<file path="src/core/owr_map.svh">
`ifndef OWR_MAP_SVH
`define OWR_MAP_SVH
// What this block does
// - mask bit k of each window governs display column k, k from 0 to 31.
// - clear mask bit gives a 12-pixel column; set bit gives 24 pixels.
// - in a double column each font pixel is shown in two adjacent positions.
// - characters after the first 32 of a row are always normal width.
// - window 2 horizontal start is value times 4 plus 30 OSD pixels.
// - window 2 vertical start is twice the value in character lines.
// - 9-bit page address where window 2 starts, holding its first row-start code.
// - blue, green, red gains are 7-bit fields; top bit reserved, reads zero.
// - 7-bit contrast scales all three colour channels together.
// - first two bias output registers each hold a full 8-bit code.
// - bit 5 of the shared DAC configuration picks the bias full-scale range.
// - config bit clear gives 4.5 V full scale, set gives 2.5 V.

// register offsets
`define OWR_W1_MASK_OFS 16'h8414
`define OWR_HPOS_OFS 16'h8418
`define OWR_VPOS_OFS 16'h8419
`define OWR_BASE_OFS 16'h841A
`define OWR_W2_MASK_OFS 16'h841C
`define OWR_BLUE_OFS 16'h8430
`define OWR_GREEN_OFS 16'h8431
`define OWR_RED_OFS 16'h8432
`define OWR_CONTR_OFS 16'h8433
`define OWR_BIAS1_OFS 16'h8434
`define OWR_BIAS2_OFS 16'h8435

// reset values
`define OWR_W1_MASK_RST 32'h0000_0000
`define OWR_W2_MASK_RST 32'h0000_0000
`define OWR_HPOS_RST 8'h00
`define OWR_VPOS_RST 8'h00
`define OWR_BASE_RST 9'h000
`define OWR_GAIN_RST 7'h00
`define OWR_CONTR_RST 7'h00
`define OWR_BIAS_RST 8'h00

// field positions and geometry
`define OWR_DAC_RANGE_BIT 5
`define OWR_HPOS_OFFSET_PX 11'h01E
`define OWR_MASK_COLS 8'h20
`define OWR_NORMAL_PX 5'h0C
`define OWR_DOUBLE_PX 5'h18
`endif

</file>
<file path="src/core/owr_pkg.sv">
package owr_pkg;
    // register selected by a bus address
    typedef enum logic [3:0] {
        OWR_SEL_NONE,
        OWR_SEL_W1_MASK,
        OWR_SEL_HPOS,
        OWR_SEL_VPOS,
        OWR_SEL_BASE,
        OWR_SEL_W2_MASK,
        OWR_SEL_BLUE,
        OWR_SEL_GREEN,
        OWR_SEL_RED,
        OWR_SEL_CONTR,
        OWR_SEL_BIAS1,
        OWR_SEL_BIAS2
    } owr_sel_t;
endpackage

</file>
<file path="src/core/owr_col_width.sv">
`timescale 1ns/1ps
`include "owr_map.svh"
module owr_col_width import owr_pkg::*; (
    input wire logic [31:0] mask,
    input wire logic [7:0] char_index,
    input wire logic [4:0] pixel_in_col,
    output logic dbl,
    output logic [4:0] col_pixels,
    output logic [3:0] font_col
);
    // width of one column and the font pixel shown at a position
    always_comb begin
        dbl = (char_index < `OWR_MASK_COLS) && mask[char_index[4:0]];
        col_pixels = dbl ? `OWR_DOUBLE_PX : `OWR_NORMAL_PX;
        if (dbl) begin
            font_col = pixel_in_col[4:1];
        end else begin
            font_col = pixel_in_col[3:0];
        end
    end
endmodule

</file>
<file path="src/core/owr_regs.sv">
`timescale 1ns/1ps
`include "owr_map.svh"
module owr_regs import owr_pkg::*; (
    input wire logic clk,
    input wire logic arst_n,
    input wire logic [15:0] reg_addr,
    input wire logic reg_wr,
    input wire logic [7:0] reg_wdata,
    input wire logic reg_rd,
    output logic [7:0] reg_rdata,
    output logic reg_rvalid,
    output logic [31:0] win1_col_mask,
    output logic [31:0] win2_col_mask,
    output logic [7:0] second_window_hpos,
    output logic [7:0] second_window_vpos,
    output logic [8:0] second_window_base,
    output logic [10:0] win2_hstart_px,
    output logic [8:0] win2_vstart_lines,
    output logic [6:0] blue_gain_setting,
    output logic [6:0] green_gain_setting,
    output logic [6:0] red_gain_setting,
    output logic [6:0] contrast_setting,
    output logic [7:0] bias_code_one,
    output logic [7:0] bias_code_two,
    input wire logic [7:0] dac_config_register,
    output logic bias_fullscale_low,
    input wire logic rend_win_sel,
    input wire logic [7:0] rend_char_index,
    input wire logic [4:0] rend_pixel_in_col,
    input wire logic [8:0] rend_page_addr,
    output logic rend_double,
    output logic [4:0] rend_col_pixels,
    output logic [3:0] rend_font_col,
    output logic rend_row_start
);
    // address decode, shared by the write and read paths
    function automatic owr_sel_t decode(input logic [15:0] a);
        if ({a[15:2], 2'b00} == `OWR_W1_MASK_OFS) begin
            decode = OWR_SEL_W1_MASK;
        end else if ({a[15:2], 2'b00} == `OWR_W2_MASK_OFS) begin
            decode = OWR_SEL_W2_MASK;
        end else if ({a[15:1], 1'b0} == `OWR_BASE_OFS) begin
            decode = OWR_SEL_BASE;
        end else begin
            case (a)
                `OWR_HPOS_OFS: decode = OWR_SEL_HPOS;
                `OWR_VPOS_OFS: decode = OWR_SEL_VPOS;
                `OWR_BLUE_OFS: decode = OWR_SEL_BLUE;
                `OWR_GREEN_OFS: decode = OWR_SEL_GREEN;
                `OWR_RED_OFS: decode = OWR_SEL_RED;
                `OWR_CONTR_OFS: decode = OWR_SEL_CONTR;
                `OWR_BIAS1_OFS: decode = OWR_SEL_BIAS1;
                `OWR_BIAS2_OFS: decode = OWR_SEL_BIAS2;
                default: decode = OWR_SEL_NONE;
            endcase
        end
    endfunction

    owr_sel_t wr_sel;
    owr_sel_t rd_sel;
    logic [31:0] next_win1_col_mask;
    logic [31:0] next_win2_col_mask;
    logic [7:0] next_hpos;
    logic [7:0] next_vpos;
    logic [8:0] next_base;
    logic [10:0] next_hstart_px;
    logic [8:0] next_vstart_lines;
    logic [6:0] next_blue;
    logic [6:0] next_green;
    logic [6:0] next_red;
    logic [6:0] next_contrast;
    logic [7:0] next_bias_one;
    logic [7:0] next_bias_two;
    logic next_fullscale_low;
    logic [7:0] next_rdata;
    logic next_rvalid;
    logic cw_dbl;
    logic [4:0] cw_pixels;
    logic [3:0] cw_font_col;
    logic next_row_start;

    assign wr_sel = decode(reg_addr);
    assign rd_sel = decode(reg_addr);

    // register writes; unmapped addresses are ignored
    always_comb begin
        next_win1_col_mask = win1_col_mask;
        next_win2_col_mask = win2_col_mask;
        next_hpos = second_window_hpos;
        next_vpos = second_window_vpos;
        next_base = second_window_base;
        next_blue = blue_gain_setting;
        next_green = green_gain_setting;
        next_red = red_gain_setting;
        next_contrast = contrast_setting;
        next_bias_one = bias_code_one;
        next_bias_two = bias_code_two;
        if (reg_wr) begin
            case (wr_sel)
                OWR_SEL_W1_MASK: next_win1_col_mask[8 * reg_addr[1:0] +: 8] = reg_wdata;
                OWR_SEL_W2_MASK: next_win2_col_mask[8 * reg_addr[1:0] +: 8] = reg_wdata;
                OWR_SEL_HPOS: next_hpos = reg_wdata;
                OWR_SEL_VPOS: next_vpos = reg_wdata;
                OWR_SEL_BASE: begin
                    if (reg_addr[0]) begin
                        next_base[8] = reg_wdata[0];
                    end else begin
                        next_base[7:0] = reg_wdata;
                    end
                end
                OWR_SEL_BLUE: next_blue = reg_wdata[6:0];
                OWR_SEL_GREEN: next_green = reg_wdata[6:0];
                OWR_SEL_RED: next_red = reg_wdata[6:0];
                OWR_SEL_CONTR: next_contrast = reg_wdata[6:0];
                OWR_SEL_BIAS1: next_bias_one = reg_wdata;
                OWR_SEL_BIAS2: next_bias_two = reg_wdata;
                default: next_hpos = second_window_hpos;
            endcase
        end
        next_hstart_px = {1'b0, next_hpos, 2'b00} + `OWR_HPOS_OFFSET_PX;
        next_vstart_lines = {next_vpos, 1'b0};
        next_fullscale_low = dac_config_register[`OWR_DAC_RANGE_BIT];
    end

    // control register state
    always_ff @(posedge clk or negedge arst_n) begin
        if (!arst_n) begin
            win1_col_mask <= `OWR_W1_MASK_RST;
            win2_col_mask <= `OWR_W2_MASK_RST;
            second_window_hpos <= `OWR_HPOS_RST;
            second_window_vpos <= `OWR_VPOS_RST;
            second_window_base <= `OWR_BASE_RST;
            win2_hstart_px <= {1'b0, `OWR_HPOS_RST, 2'b00} + `OWR_HPOS_OFFSET_PX;
            win2_vstart_lines <= {`OWR_VPOS_RST, 1'b0};
            blue_gain_setting <= `OWR_GAIN_RST;
            green_gain_setting <= `OWR_GAIN_RST;
            red_gain_setting <= `OWR_GAIN_RST;
            contrast_setting <= `OWR_CONTR_RST;
            bias_code_one <= `OWR_BIAS_RST;
            bias_code_two <= `OWR_BIAS_RST;
            bias_fullscale_low <= 1'b0;
        end else begin
            win1_col_mask <= next_win1_col_mask;
            win2_col_mask <= next_win2_col_mask;
            second_window_hpos <= next_hpos;
            second_window_vpos <= next_vpos;
            second_window_base <= next_base;
            win2_hstart_px <= next_hstart_px;
            win2_vstart_lines <= next_vstart_lines;
            blue_gain_setting <= next_blue;
            green_gain_setting <= next_green;
            red_gain_setting <= next_red;
            contrast_setting <= next_contrast;
            bias_code_one <= next_bias_one;
            bias_code_two <= next_bias_two;
            bias_fullscale_low <= next_fullscale_low;
        end
    end

    // read mux; reserved bits and unmapped addresses read as zero
    always_comb begin
        next_rdata = 8'h00;
        next_rvalid = reg_rd;
        if (reg_rd) begin
            case (rd_sel)
                OWR_SEL_W1_MASK: next_rdata = win1_col_mask[8 * reg_addr[1:0] +: 8];
                OWR_SEL_W2_MASK: next_rdata = win2_col_mask[8 * reg_addr[1:0] +: 8];
                OWR_SEL_HPOS: next_rdata = second_window_hpos;
                OWR_SEL_VPOS: next_rdata = second_window_vpos;
                OWR_SEL_BASE: next_rdata = reg_addr[0] ? {7'h00, second_window_base[8]} : second_window_base[7:0];
                OWR_SEL_BLUE: next_rdata = {1'b0, blue_gain_setting};
                OWR_SEL_GREEN: next_rdata = {1'b0, green_gain_setting};
                OWR_SEL_RED: next_rdata = {1'b0, red_gain_setting};
                OWR_SEL_CONTR: next_rdata = {1'b0, contrast_setting};
                OWR_SEL_BIAS1: next_rdata = bias_code_one;
                OWR_SEL_BIAS2: next_rdata = bias_code_two;
                default: next_rdata = 8'h00;
            endcase
        end
    end

    // read answer, one cycle after the strobe
    always_ff @(posedge clk or negedge arst_n) begin
        if (!arst_n) begin
            reg_rdata <= 8'h00;
            reg_rvalid <= 1'b0;
        end else begin
            reg_rdata <= next_rdata;
            reg_rvalid <= next_rvalid;
        end
    end

    // column geometry for the renderer, mask picked by window
    owr_col_width u_col_width (
        .mask(rend_win_sel ? win2_col_mask : win1_col_mask),
        .char_index(rend_char_index),
        .pixel_in_col(rend_pixel_in_col),
        .dbl(cw_dbl),
        .col_pixels(cw_pixels),
        .font_col(cw_font_col)
    );

    always_comb begin
        next_row_start = (rend_page_addr == second_window_base);
    end

    // renderer answers, registered so the outputs are clean
    always_ff @(posedge clk or negedge arst_n) begin
        if (!arst_n) begin
            rend_double <= 1'b0;
            rend_col_pixels <= `OWR_NORMAL_PX;
            rend_font_col <= 4'h0;
            rend_row_start <= 1'b0;
        end else begin
            rend_double <= cw_dbl;
            rend_col_pixels <= cw_pixels;
            rend_font_col <= cw_font_col;
            rend_row_start <= next_row_start;
        end
    end
endmodule

</file>
<file path="config.mk">
export PLATFORM = sky130hd
export DESIGN_NAME = owr_regs
export DESIGN_NICKNAME = d
export VERILOG_FILES = /design/src/core/owr_pkg.sv /design/src/core/owr_col_width.sv /design/src/core/owr_regs.sv
export VERILOG_INCLUDE_DIRS = /design/src /design/src/core
export SDC_FILE = /design/constraint.sdc
export NUM_CORES = 1
export LEC_CHECK = 0
export BUFFER_PORTS_ARGS = -buffer_cell sky130_fd_sc_hd__clkbuf_2
export CELL_PAD_IN_SITES_DETAIL_PLACEMENT = 2
export CELL_PAD_IN_SITES_GLOBAL_PLACEMENT = 2
export CORE_MARGIN = 5
export CORE_UTILIZATION = 33
export CTS_CLUSTER_DIAMETER = 200
export DETAILED_ROUTE_END_ITERATION = 8
export PLACE_DENSITY_LB_ADDON = 0.1
export SYNTH_ARGS = -nofsm -noshare
export SYNTH_HDL_FRONTEND = slang
export SYNTH_SLANG_ARGS = --single-unit
</file>
<file path="constraint.sdc">
create_clock -name clk -period 3.2 [get_ports clk]
set_input_delay 0.32 -clock clk [delete_from_list [all_inputs] [get_ports clk]]
set_output_delay 0.32 -clock clk [all_outputs]
set_load 0.01 [all_outputs]
</file>
==> results by stage, run 1 <==
Synth:
- The count of mapped cells out of synthesis is 726.
- The leading register cell type out of synthesis is dfrtp_1.
- By count the netlist is led by dfrtp_1, nand2_1, mux2_2.
- Of the synthesized area, sequential elements account for 0.4864.
- Of the post-synthesis cell area, the dominant cell type holds 0.4736.
- The number of flops mapped to enable cells by yosys is 0.
- By area the synthesized netlist is led by dfrtp_1, mux2_2, mux4_2, nand2_1, mux2i_1.
- The post-synthesis sequential element count is around 160.
- The cell area that synthesis handed to floorplanning was 8190 µm².
- The proportion of register bits with asynchronous set or reset after synthesis is 1.000.
- The average cell area after synthesis is around 11 µm².
- The number of warning messages in the yosys log is 0.
- Yosys mapped the design onto 67 distinct sky130hd cell types.
- Of all cell types, the one taking the most synthesized area is dfrtp_1.
- The leading cell type by number of instances after synthesis is dfrtp_1.

Floorplan:
- Row generation in the floorplan step produced 57 rows.
- The overall die height is roughly 170 µm.
- The width of the die is roughly 170 µm.
- For this configuration, the core starts out at a cell density of 0.3358.
- The number of top-level pins is 233.
- The area of the core region is 24390 µm².
- The die area is between 20000 and 30000 µm².

Clock tree:
- The clock input transition at the sequential cells of the worst setup and hold paths is approximately 70 ps.
- The cell at the root of the clock tree is clkbuf_16.
- The number of buffers created by CTS is 17.
- The clock network latency to the later pin of the worst-skew pair is roughly 430 ps.
- The number of gates resized after CTS is 0.
- TritonCTS built the clock tree.
- The clock net sink count is 159.
- The maximum count of clock buffers along a single path is 2.
- The H-tree generated during clock tree synthesis spans 4 levels.

Pwr:
- The internal power component is 3.303 mW.
- The combinational cell fraction of total power is 0.065.
- The total chip power is about 4.4 mW.
- The fraction of power consumed by sequential logic is 0.458.
- The leakage power is 5.356 nW.
- Of the total power, the clock network draws 0.478.
- The power density over the cells is ~410 nW/µm².
- The switching part of the total is 0.2505.
- The switching power is 1.104 mW.
- Across the VDD grid, the largest voltage drop is between 0.2 and 0.3 mV.

Detailed routing:
- The routed layout has roughly 7300 vias.
- The number of nets with antenna violations after routing is 0.
- For this block, wires on met1 add up to 14300 µm.
- The via count normalized by instance count is 5.515.
- Summed over all nets, wire length on met3 after detailed routing comes to about 1400 µm.
- The violation count after the first detailed-route iteration is slightly below 400.
- For this run, the detailed router's first-pass iteration total came to 7.
- In this run the top signal layer used is met5.
- Summed over all layers, the routed wires come to ~34000 µm.
- The average routed wire per standard cell is between 20 and 30 µm.
- After detailed routing, the number of remaining DRC violations is 0.
- The routed design uses ~18000 µm of met2 wire.

Timing:
- Headroom to the max-slew limit came out at 0.4507.
- The number of failing setup endpoints in the final timing report is 0.
- Between clock sinks in the finished design, the worst skew comes to about 10 ps.
- Setup repair after global routing left no endpoint under its margin.
- After layout, the minimum clock period comes to 2894 ps.
- Across all hold checks on the routed design, the worst slack comes to 48.32 ps.
- The max-slew violation total from the final report is 0.
- The upper clock frequency limit is ~0.35 GHz.
- The final count of hold timing violations is 0.
- The final period utilization is 0.9045.
- The actual transition at the worst max-transition pin is around 820 ps.

Cells and area:
- The sequential cell area is about 4000 µm².
- The final-layout fill cell count is approximately 2600.
- For this run, the post-layout net count is 1058.
- The finished cells cover 10660 µm².
- In the final layout, the multi-input gates occupy 3890 µm².
- 0 antenna diodes ended up in the layout.
- The area growth from synthesis to layout is 30.16%.
- The ratio of cells with drive above 1 in the final layout is 0.4219.

Place:
- At the end of routability-driven placement, the weighted congestion stood at approximately 0.9.
- The total placed instance area is 10050 µm².
- The number of input and output port buffers inserted is approximately 220.
- Summed over all nets, the half-perimeter wirelength after detailed placement is ~26000 µm.

Worst setup path:
- The largest delay contributor family on the critical path is simple AND/OR/NAND/NOR gates.
- The register-to-register setup slack is between 800 and 900 ps.
- The highest-delay cell along the critical path is or4_4.
- The critical path is of the in2reg type.
- The delay contributed by the slowest stage of the critical path is ~580 ps.
- The worst setup path is captured at a flop.
- The cell repeated most along the worst path is buf_4.
- The number of buffer and inverter instances along the worst setup path is 6.
- The critical path goes through clkbuf_2 -> or4b_4 -> or4_4 -> buf_12 -> buf_4 -> or3_1 -> a21oi_2 -> buf_4 -> buf_4 -> nand3_1 -> buf_4 -> o21ai_0.
- Along the worst path, the maximum fanout reaches 16.
- At the worst endpoint, the required time is between 3000 and 4000 ps.
- The startpoint type of the worst setup path is a primary input.
- The worst path arrival time is 3230 ps.

GRT:
- Entering global routing, the biggest net connects between 80 and 90 pins.
- The global-route usage over all layers is 0.2423.
- The number of global-route vias before repair came to roughly 8400.
- The overflow left after global routing is 0.
- The global-route wire length before repair is ~53000 µm.
- The number of antenna violations at the first check in global routing is 1.

Run:
- The count of maximum capacitance violations is 0.

Outcome:
- The flow ran to the end, and the final reports show no timing, DRC or antenna violations.

Min path:
- The worst hold path class is in2reg.
-- worst reg2reg max path: cells and delay by family, from the launching register on --
family,cells,cell delay (ps)
buf+inv,1,210
compound gates,3,640
flops,1,450
simple gates,1,140
mux,2,820
-- metrics by stage --
step	cells	utilization	setup TNS, ps	setup WS [ps]
finish	1329	0.4371	0	305.7
global route	1329	0.4371	0	191.4
CTS	1329	0.4371	0	317.1
detailed placement	1295	0.4121	-2982	-117.4
global placement	1295	0.4121	-936.9	-38.27
floorplan	730	-	0	36.41
-- layout make-up --
class                   instances  area share
clock buffers                  21     0.04319
well taps                     324     0.03803
clock inverters                11     0.01209
inverters                      15    0.005282
flip-flops and latches        159      0.3737
multi-input cells             503      0.3649
repair buffers                296      0.1628
-- layer usage --
metal,vias to the layer above,GRT usage
met2,247,0.4292
li1,3162,-
met3,41,0.04125
met5,-,0
met4,2,0.07092
met1,3877,0.3041
-- power by group through the flow --
stage	logic [mW]	registers (mW)	clock network, mW
finish	0.285	2.02	2.10
CTS	0.289	2.02	2.14
global route	0.312	2.02	2.21
global placement	0.273	2.06	0
floorplan	0.116	2.06	0
detailed placement	0.285	2.06	0
-- cells in the final DEF (no fill, tap or decap), types with 10 or more instances in the layout --
master     synthesis  layout
clkbuf_2           0     218
dfrtp_1          155     155
nand2_1          119     119
buf_4             16      71
mux2_2            54      54
o21ai_0           38      38
mux2i_1           31      31
nand3_1           22      22
mux4_2            22      22
nor2_1            20      19
a22o_1            17      17
clkbuf_16          0      17
inv_1             15      15
mux2_1            15      15
a31oi_1           13      13
o21ai_1           13      13
xnor2_1           11      11
nor3_1            10      10
-- registers in the layout, indices dropped and copies added (netlist names), 9 cells and up --
| name | count |
|---|---|
| win1_col_mask | 32 |
| win2_col_mask | 32 |
| second_window_base | 9 |
| win2_hstart_px | 9 |
-- final timing paths --
kind	from	endpoint	cells after the start
worst min register to register	bias_code_one[3]$_DFFE_PN0P_	bias_code_one[3]$_DFFE_PN0P_	1
worst min-delay path	reg_rd	reg_rvalid$_DFF_PN0_	1
max in group asynchronous	arst_n	rend_col_pixels[2]$_DFF_PN1_	3
worst max-delay path	reg_addr[11]	win1_col_mask[21]$_DFFE_PN0P_	12
worst max register to register	win1_col_mask[25]$_DFFE_PN0P_	rend_font_col[2]$_DFF_PN0_	7
min in group asynchronous	arst_n	win1_col_mask[22]$_DFFE_PN0P_	2
-- kinds of logic after synthesis --
kind of cell               count (synthesis)  share of synthesized area
AOI/OAI and AO/OA                        128                     0.1069
xor gates and xnor gates                  15                    0.01604
adders and majority gates                  7                    0.01069
buffers and inverters                     68                    0.04079
DFF                                      159                     0.4864
muxes                                    129                     0.2061
other                                      2                  0.0009169
and+or+nand+nor                          218                     0.1321
-- timing repair --
| action | in CTS | in global routing |
|---|---|---|
| setup buffers | 0 | 0 |
| hold buffers | 2 | 0 |
| endpoints found under the hold margin | 37 | 0 |
Power figures use the tool's default switching activity.
==> inputs of run 2 (changes only) <==
--- a/config.mk
+++ b/config.mk
@@ -6,11 +6,12 @@
 export SDC_FILE = /design/constraint.sdc
 export NUM_CORES = 1
 export LEC_CHECK = 0
+export ABC_AREA = 1
 export BUFFER_PORTS_ARGS = -buffer_cell sky130_fd_sc_hd__clkbuf_2
 export CELL_PAD_IN_SITES_DETAIL_PLACEMENT = 2
 export CELL_PAD_IN_SITES_GLOBAL_PLACEMENT = 2
 export CORE_MARGIN = 5
-export CORE_UTILIZATION = 33
+export CORE_UTILIZATION = 30
 export CTS_CLUSTER_DIAMETER = 200
 export DETAILED_ROUTE_END_ITERATION = 8
 export PLACE_DENSITY_LB_ADDON = 0.1
==> constraint.sdc (replaced) <==
create_clock -name clk -period 3.3 [get_ports clk]
set_input_delay 0.33 -clock clk [delete_from_list [all_inputs] [get_ports clk]]
set_output_delay 0.33 -clock clk [all_outputs]
set_load 0.01 [all_outputs]
==> results by stage, run 2 <==
Timing:
- The upper clock frequency limit is 0.3760 GHz.
- The actual transition at the worst max-transition pin is between 900 and 1000 ps.
- The final period utilization is 0.8059.
- The final sum of negative setup slack is 0 ps.
- The final count of hold timing violations is 0.
- Setup violations remaining at the end of the flow were counted as 0.
- In this run the tightest slew margin relative to its limit is 0.3418.
- The max-slew violation total from the final report is 0.
- The clock period minus final worst setup slack is between 2000 and 3000 ps.
- Setup repair after global routing left no endpoint under its margin.
- The largest clock skew in the final design is ~16 ps.

Clock tree:
- The total of hold buffers inserted after clock tree synthesis is 2.
- The number of clock buffers added by TritonCTS is 17.
- In this run the deepest clock path goes through 2 buffers.
- TritonCTS built the clock tree.
- Counting every sink on the clock net gives roughly 160.
- In this run the number of H-tree levels came out at 4.
- The root buffer cell chosen for the clock tree is clkbuf_16.
- In this run the post-CTS setup repair buffer count came out at 0.
- After clock tree synthesis, the clock-pin slew on the worst setup and hold paths is 80 ps.
- In this run, post-CTS repair resized a total of 0 instances.
- The clock network latency to the later pin of the worst-skew pair is around 440 ps.

Floorplan:
- The die is between 150 and 200 µm wide.
- In this run the vertical extent of the chip is between 150 and 200 µm.
- The number of rows created at floorplan is 63.
- The area of the core region is 29800 µm².
- The initial core utilization is 0.3047.
- Pin placement for this block handled roughly 230 I/O pins.
- The die covers 33850 µm².

GRT:
- The global-route wire length before repair is approximately 61000 µm.
- The number of antenna violations at the first check in global routing was 0.
- The pin count of the biggest net entering global routing is 74.
- The total overflow left after global routing is 0.
- The global-route usage over all layers is 0.2356.
- The number of global-route vias before repair is roughly 10000.

Run:
- Max-cap violations in this run came to 0.

Cells and area:
- In the final layout, the share of cells above drive strength 1 is 0.2711.
- At the end of the flow the core is filled with cells to 0.3715.
- From synthesis to final layout, the design area changed by 21.92%.
- The net count of the finished layout is between 1000 and 1500.
- The largest registers in the layout are win1_col_mask x32, win2_col_mask x32.
- The leading cell type in the layout, fill and taps excluded is nand2_1.
- The library cells used most frequently in the layout, excluding fill and tap cells, are nand2_1, clkbuf_2, dfrtp_1, o21ai_0, nand3_1.
- 0 antenna diodes ended up in the layout.

Worst setup path:
- The largest delay contributor family on the critical path is simple AND/OR/NAND/NOR gates.
- The endpoint kind of the worst setup timing path is a flop.
- The maximum net fanout on the critical path is 14.
- For this run, the slowest stage of the critical path takes ~450 ps.
- The register-to-register setup slack is ~1300 ps.
- The startpoint type of the worst setup path is a primary input.
- The highest-delay cell along the critical path is nor2_2.
- The number of buffers and inverters on the critical path is 4.
- The signal on the critical path passes through clkbuf_2 -> buf_4 -> ha_1 -> nor2_1 -> nor2_1 -> nand2_1 -> nor2_1 -> nor2_4 -> inv_1 -> nor2_2 -> buf_4 -> nand3_1 -> nand2_1 -> o21ai_0.
- The most numerous cell type found on the critical path is nor2_1.
- The data required time at the worst endpoint is 3600 ps.
- Data on the critical path arrives at its endpoint at about 3000 ps.
- The critical path class is in2reg.

Pwr:
- The power density over the cells is 391.1 nW/µm².
- The worst ir drop on vdd is 0.3455 mV.
- Overall power consumption after layout is estimated at 4.329 mW.
- The leakage power is around 5.5 nW.

Synth:
- The number of warning messages in the yosys log is 0.
- In this run, synthesis inferred 0 flip-flops with an integrated enable.
- The fraction of post-synthesis cell area in the top cell type by area is 0.4272.
- The dominant cell type by area after synthesis is dfrtp_1.
- The synthesized design contains approximately 160 register bits.
- Among all cell types in the netlist, the one instantiated most often is nand2_1.
- The commonest cells after synthesis are nand2_1, dfrtp_1, o21ai_0.
- For this run, the leading register cell type out of synthesis is dfrtp_1.
- The count of mapped cells out of synthesis is around 1200.
- The synthesized netlist occupies a cell area of between 9000 and 10000 µm².
- In this run, distinct cell masters in the synthesized netlist total 43.
- The proportion of register bits with asynchronous set or reset after synthesis is 1.000.
- Ranked by total cell area, the synthesized netlist is headed by dfrtp_1, nand2_1, o21ai_0, nand3_1, nor2_1.
- The share of the Yosys chip area taken by registers is 0.4387.
- The average cell area after synthesis is slightly below 8 µm².

Detailed routing:
- The first-pass iteration count of the detailed router is 4.
- For this run, design rule violations remaining after detail routing come to 0.
- The detailed-route via count is 9186.
- The final layout contains routed wiring with a total length of 39940 µm.
- The number of nets with antenna violations after routing is 0.
- After detailed routing, the average wire length per cell comes to 22.61 µm.
- The violation count after the first detailed-route iteration is 471.
- After detailed routing, the number of vias per cell comes to around 5.2.

Outcome:
- The flow ran to the end, and the final reports show no timing, DRC or antenna violations.

Place:
- The HPWL reported at the end of detailed placement is ~30000 µm.
- Port buffering added ~220 buffers.
- At the end of routability-driven placement, the weighted congestion stood at between 0.8 and 0.9.

Min path:
- The min-delay analysis places its worst path in the category in2reg.
==> run 2: cell count changes after synthesis, sizes merged, moves of 12 or more <==
cell and change:
inv +77, mux2 -76, o21ai +139, a21oi +42, nor2 +91, mux2i -31
nand2 +182, buf +12, a22o -17, mux4 -22, nand3 +85, nand4 +23
==> run 2: path summary, 6_finish.rpt <==
check	start	to	cells after the start
worst max-delay path	reg_addr[1]	blue_gain_setting[6]$_DFFE_PN0P_	14
worst min-delay path	reg_rd	reg_rvalid$_DFF_PN0_	1
worst max register to register	win1_col_mask[4]$_DFFE_PN0P_	rend_font_col[1]$_DFF_PN0_	12
worst min register to register	red_gain_setting[3]$_DFFE_PN0P_	red_gain_setting[3]$_DFFE_PN0P_	2
max in group asynchronous	arst_n	contrast_setting[5]$_DFFE_PN0P_	3
min in group asynchronous	arst_n	win1_col_mask[17]$_DFFE_PN0P_	2
==> run 2: kinds of logic after synthesis <==
| family | synth area share |
|---|---|
| and+or+nand+nor | 0.2901 |
| AOI/OAI and AO/OA | 0.1674 |
| buffers and inverters | 0.08172 |
| DFF | 0.4387 |
| xor gates and xnor gates | 0.01157 |
| adders and majority gates | 0.009645 |
| other | 0.0008271 |
==> run 2: metal layers <==
layer | track usage | up-vias | part of all wire | wire length (µm)
li1 | - | 4255 | - | -
met1 | 0.3025 | 4667 | 0.43 | 17320
met2 | 0.4171 | 223 | 0.51 | 20400
met3 | 0.03205 | 41 | 0.034 | 1357
met4 | 0.06211 | 0 | 0.021 | 855
met5 | 0 | - | 0 | 0
==> run 2: worst register-to-register path: cells and delay by family (launching register included) <==
family	cells	cell delay, ps
AND/OR/NAND/NOR	6	600
AO/OA/AOI/OAI	4	710
buffers and inverters	2	250
flip-flops	1	390
==> run 2: area by class of cell <==
cell class / instances / area [µm²]
Timing Repair Buffer: 243 / 1313
Tap cell: 390 / 488.0
Sequential cell: 159 / 3984
Clock buffer: 18 / 429.2
Inverter: 95 / 359.1
Multi-Input combinational cell: 847 / 4369
Clock inverter: 14 / 128.9
Fill cell: 3569 / 18730
==> run 2: power breakdown <==
group	leakage, nW	internal [mW]	total, mW	switching (mW)
Sequential	2.18	1.95	1.96	0.00200
Clock	0.274	1.06	2.02	0.967
Combinational	3.02	0.0908	0.351	0.260
==> run 2: metrics by stage <==
| stage | instance area (µm²) | worst slack, ps | std cells | hold WS (ps) |
|---|---|---|---|---|
| after detailed placement | 10490 | 206.9 | 1732 | 408.3 |
| after floorplan | 9095 | 337.9 | 1168 | 34.41 |
| after global placement | 10490 | 325.4 | 1732 | 405.1 |
| after CTS | 11070 | 643.6 | 1766 | 43.46 |
| final | 11070 | 640.6 | 1766 | 52.99 |
| after global routing | 11070 | 393.2 | 1766 | 33.15 |
==> inputs of run 3 (changes only) <==
==> constraint.sdc (replaced) <==
create_clock -name clk -period 2.5 [get_ports clk]
set_input_delay 0.25 -clock clk [delete_from_list [all_inputs] [get_ports clk]]
set_output_delay 0.25 -clock clk [all_outputs]
set_load 0.01 [all_outputs]
==> results by stage, run 3 (synthesis results as in run 2) <==
GRT:
- The global-route usage over all layers is 0.2449.
- The first global-routing pass estimated approximately 63000 µm of wire.
- Summed over all layers, the global routing overflow is 0.
- The number of global-route vias before repair is between 10000 and 15000.
- The pin count of the biggest net entering global routing is between 50 and 60.
- The number of antenna violations at the first check in global routing is 0.

Floorplan:
- After floorplanning, the core was sized to cover slightly below 30000 µm².
- The die covers 33850 µm².
- For this configuration, the core starts out at a cell density of 0.3047.
- The width of the die is about 180 µm.
- The floorplan has 63 rows.
- The overall die height is approximately 180 µm.
- The number of top-level pins is between 200 and 250.

Timing:
- The final period utilization is 0.9034.
- At the pin with the least slew margin, the transition time is 696.0 ps.
- Static timing analysis puts the maximum clock frequency at between 0.4 and 0.5 GHz.
- The post-layout worst setup margin is 241.6 ps.
- Setup repair after global routing left no endpoint under its margin.
- Setup violations remaining at the end of the flow were counted as 0.
- Measured against its own limit, the worst slew margin works out to 0.5346.
- The worst slack on hold paths is roughly 16 ps.
- The clock period could shrink to approximately 2300 ps.
- The final count of hold timing violations is 0.
- The max-slew violation total from the final report is 0.
- Between clock sinks in the finished design, the worst skew comes to 16.38 ps.

Cells and area:
- In the final layout, the registers with the most flip-flops are win1_col_mask x32, win2_col_mask x32.
- The number of antenna diodes in the final layout is 0.
- The number of nets in the final layout is about 1500.
- After filler insertion, the fill cell instance count of the layout stands at 3581.
- The ratio of cells with drive above 1 in the final layout is 0.3181.
- The top cell types in the final layout, fill and taps aside, are nand2_1, clkbuf_2, dfrtp_1, o21ai_0, buf_4.
- For this run, the share of the core covered by cells in the final layout is 0.4004.
- From synthesis to final layout, the design area changed by 31.39%.
- The leading cell type in the layout, fill and taps excluded is nand2_1.
- With fillers left out, the area of the finished cells amounts to 11930 µm².

Detailed routing:
- The violation count after the first detailed-route iteration is about 540.
- The routed design has ~42000 µm of wire.
- The total DRC errors in the routed layout is 0.
- In the final routed layout, each cell accounts on average for ~22 µm.
- The via count normalized by instance count is about 5.2.
- For this block, the via count after detailed routing is 9604.
- The first detailed-routing pass took 4 iterations.
- Once detail routing completed, the nets flagged for antenna violations numbered 0.

Outcome:
- The flow ran to the end, and the final reports show no timing, DRC or antenna violations.

Place:
- The count of buffers added on input and output ports is 219.
- Detailed placement finished with a half-perimeter wire length of 31620 µm.
- After detailed placement, the total cell area comes to between 10000 and 15000 µm².
- The congestion estimate from routability-driven global placement came to about 0.9.
- The worst-case setup slack after placement is -128.9 ps.

Worst setup path:
- Data arrives at the worst endpoint at 2570 ps.
- The register-to-register setup slack is 560 ps.
- The worst setup path is of the in2reg kind.
- The maximum net fanout on the critical path is 10.
- Counting cells, the worst reg-to-reg path comes to 13.
- The worst register-to-register path begins at win1_col_mask[7]$_DFFE_PN0P_.
- The data required time at the worst endpoint is roughly 2800 ps.
- The startpoint type of the worst setup path is a primary input.
- For this design, the slowest cell found on the critical path is a21oi_4.
- The critical path goes through clkbuf_2 -> buf_4 -> ha_1 -> nand3_1 -> nor2_1 -> nand2_1 -> nand2_1 -> nor2_1 -> nand2_4 -> buf_4 -> a21oi_4 -> buf_4 -> nand3_1 -> buf_4 -> nand2_1 -> o21ai_0.
- STA classifies the critical path endpoint as a flop.
- The worst register-to-register path ends at rend_font_col[1]$_DFF_PN0_.
- The delay contributed by the slowest stage of the critical path is 300 ps.
- The cell repeated most along the worst path is buf_4.

Clock tree:
- The total of hold buffers inserted after clock tree synthesis is 4.
- The H-tree depth reported by CTS is 4.
- The clock network latency to the later pin of the worst-skew pair is 450 ps.
- TritonCTS built the clock tree.
- Counting every sink on the clock net gives ~160.
- The count of buffers added by post-CTS timing repair for setup is 0.
- In this run the clock root is driven by a clkbuf_16.
- The maximum count of clock buffers along a single path is 2.
- After clock tree synthesis, the repair step resized 0 gates.
- The number of clock buffers added by TritonCTS is 17.
- The clock input transition at the sequential cells of the worst setup and hold paths is around 80 ps.

Min path:
- The path class of the tightest hold or removal check is in2reg.
- The worst hold path begins at rend_pixel_in_col[3].
- The worst hold path terminates at rend_font_col[2]$_DFF_PN0_.
- Counting instances, the worst hold path has a depth of 3.

Run:
- The count of maximum capacitance violations is 0.

Pwr:
- The total chip power is between 5 and 6 mW.
- VDD sags by at most about 0.42 mV.
- Summed over all cells, the static leakage comes to 5.989 nW.
- The power density over the cells is approximately 500 nW/µm².
-- run 3: where the power goes --
part           internal (mW)  total [mW]  switching (mW)
Sequential              2.58        2.58         0.00306
Clock                   1.47        2.89            1.42
Combinational          0.157       0.514           0.357
-- run 3: layout make-up --
cell class / instances / area [µm²] / area share
multi-input cells: 847 / 4379 / 0.3671
flip-flops and latches: 159 / 3984 / 0.3339
repair buffers: 335 / 2083 / 0.1746
well taps: 390 / 488.0 / 0.04090
clock buffers: 17 / 425.4 / 0.03566
inverters: 95 / 360.3 / 0.03020
clock inverters: 15 / 210.2 / 0.01762
-- run 3: how the worst max path moves through the flow --
stage                      startpoint                                to  slack (ps)
final                     reg_addr[0]  blue_gain_setting[4]$_DFFE_PN0P_         240
after global routing      reg_addr[1]  blue_gain_setting[1]$_DFFE_PN0P_         120
after CTS                 reg_addr[0]  blue_gain_setting[5]$_DFFE_PN0P_         240
after detailed placement  reg_addr[0]  blue_gain_setting[5]$_DFFE_PN0P_        -130
after global placement    reg_addr[1]  blue_gain_setting[4]$_DFFE_PN0P_          -9
after floorplan           reg_addr[0]       win2_hstart_px[6]$_DFF_PN0_          10
-- run 3: stage by stage --
step,cells,TNS (ps)
2_1_floorplan,1168,0
3_3_place_gp,1822,-28.90
3_5_place_dp,1822,-1180
4_1_cts,1858,0
5_1_grt,1858,0
6_report,1858,0
-- run 3: metal layers --
layer / up-vias / share of wire / track usage
met3: 59 / 0.045 / 0.03819
met5: - / 0 / 0
met1: 4830 / 0.42 / 0.3098
met4: 0 / 0.021 / 0.06241
li1: 4442 / - / -
met2: 273 / 0.51 / 0.4365
-- run 3: worst max-delay path, delay by kind of cell --
family          cells  cell delay [ps]
simple gates        8              900
fa+ha+maj           1              240
buf+inv             5              800
compound gates      2              370
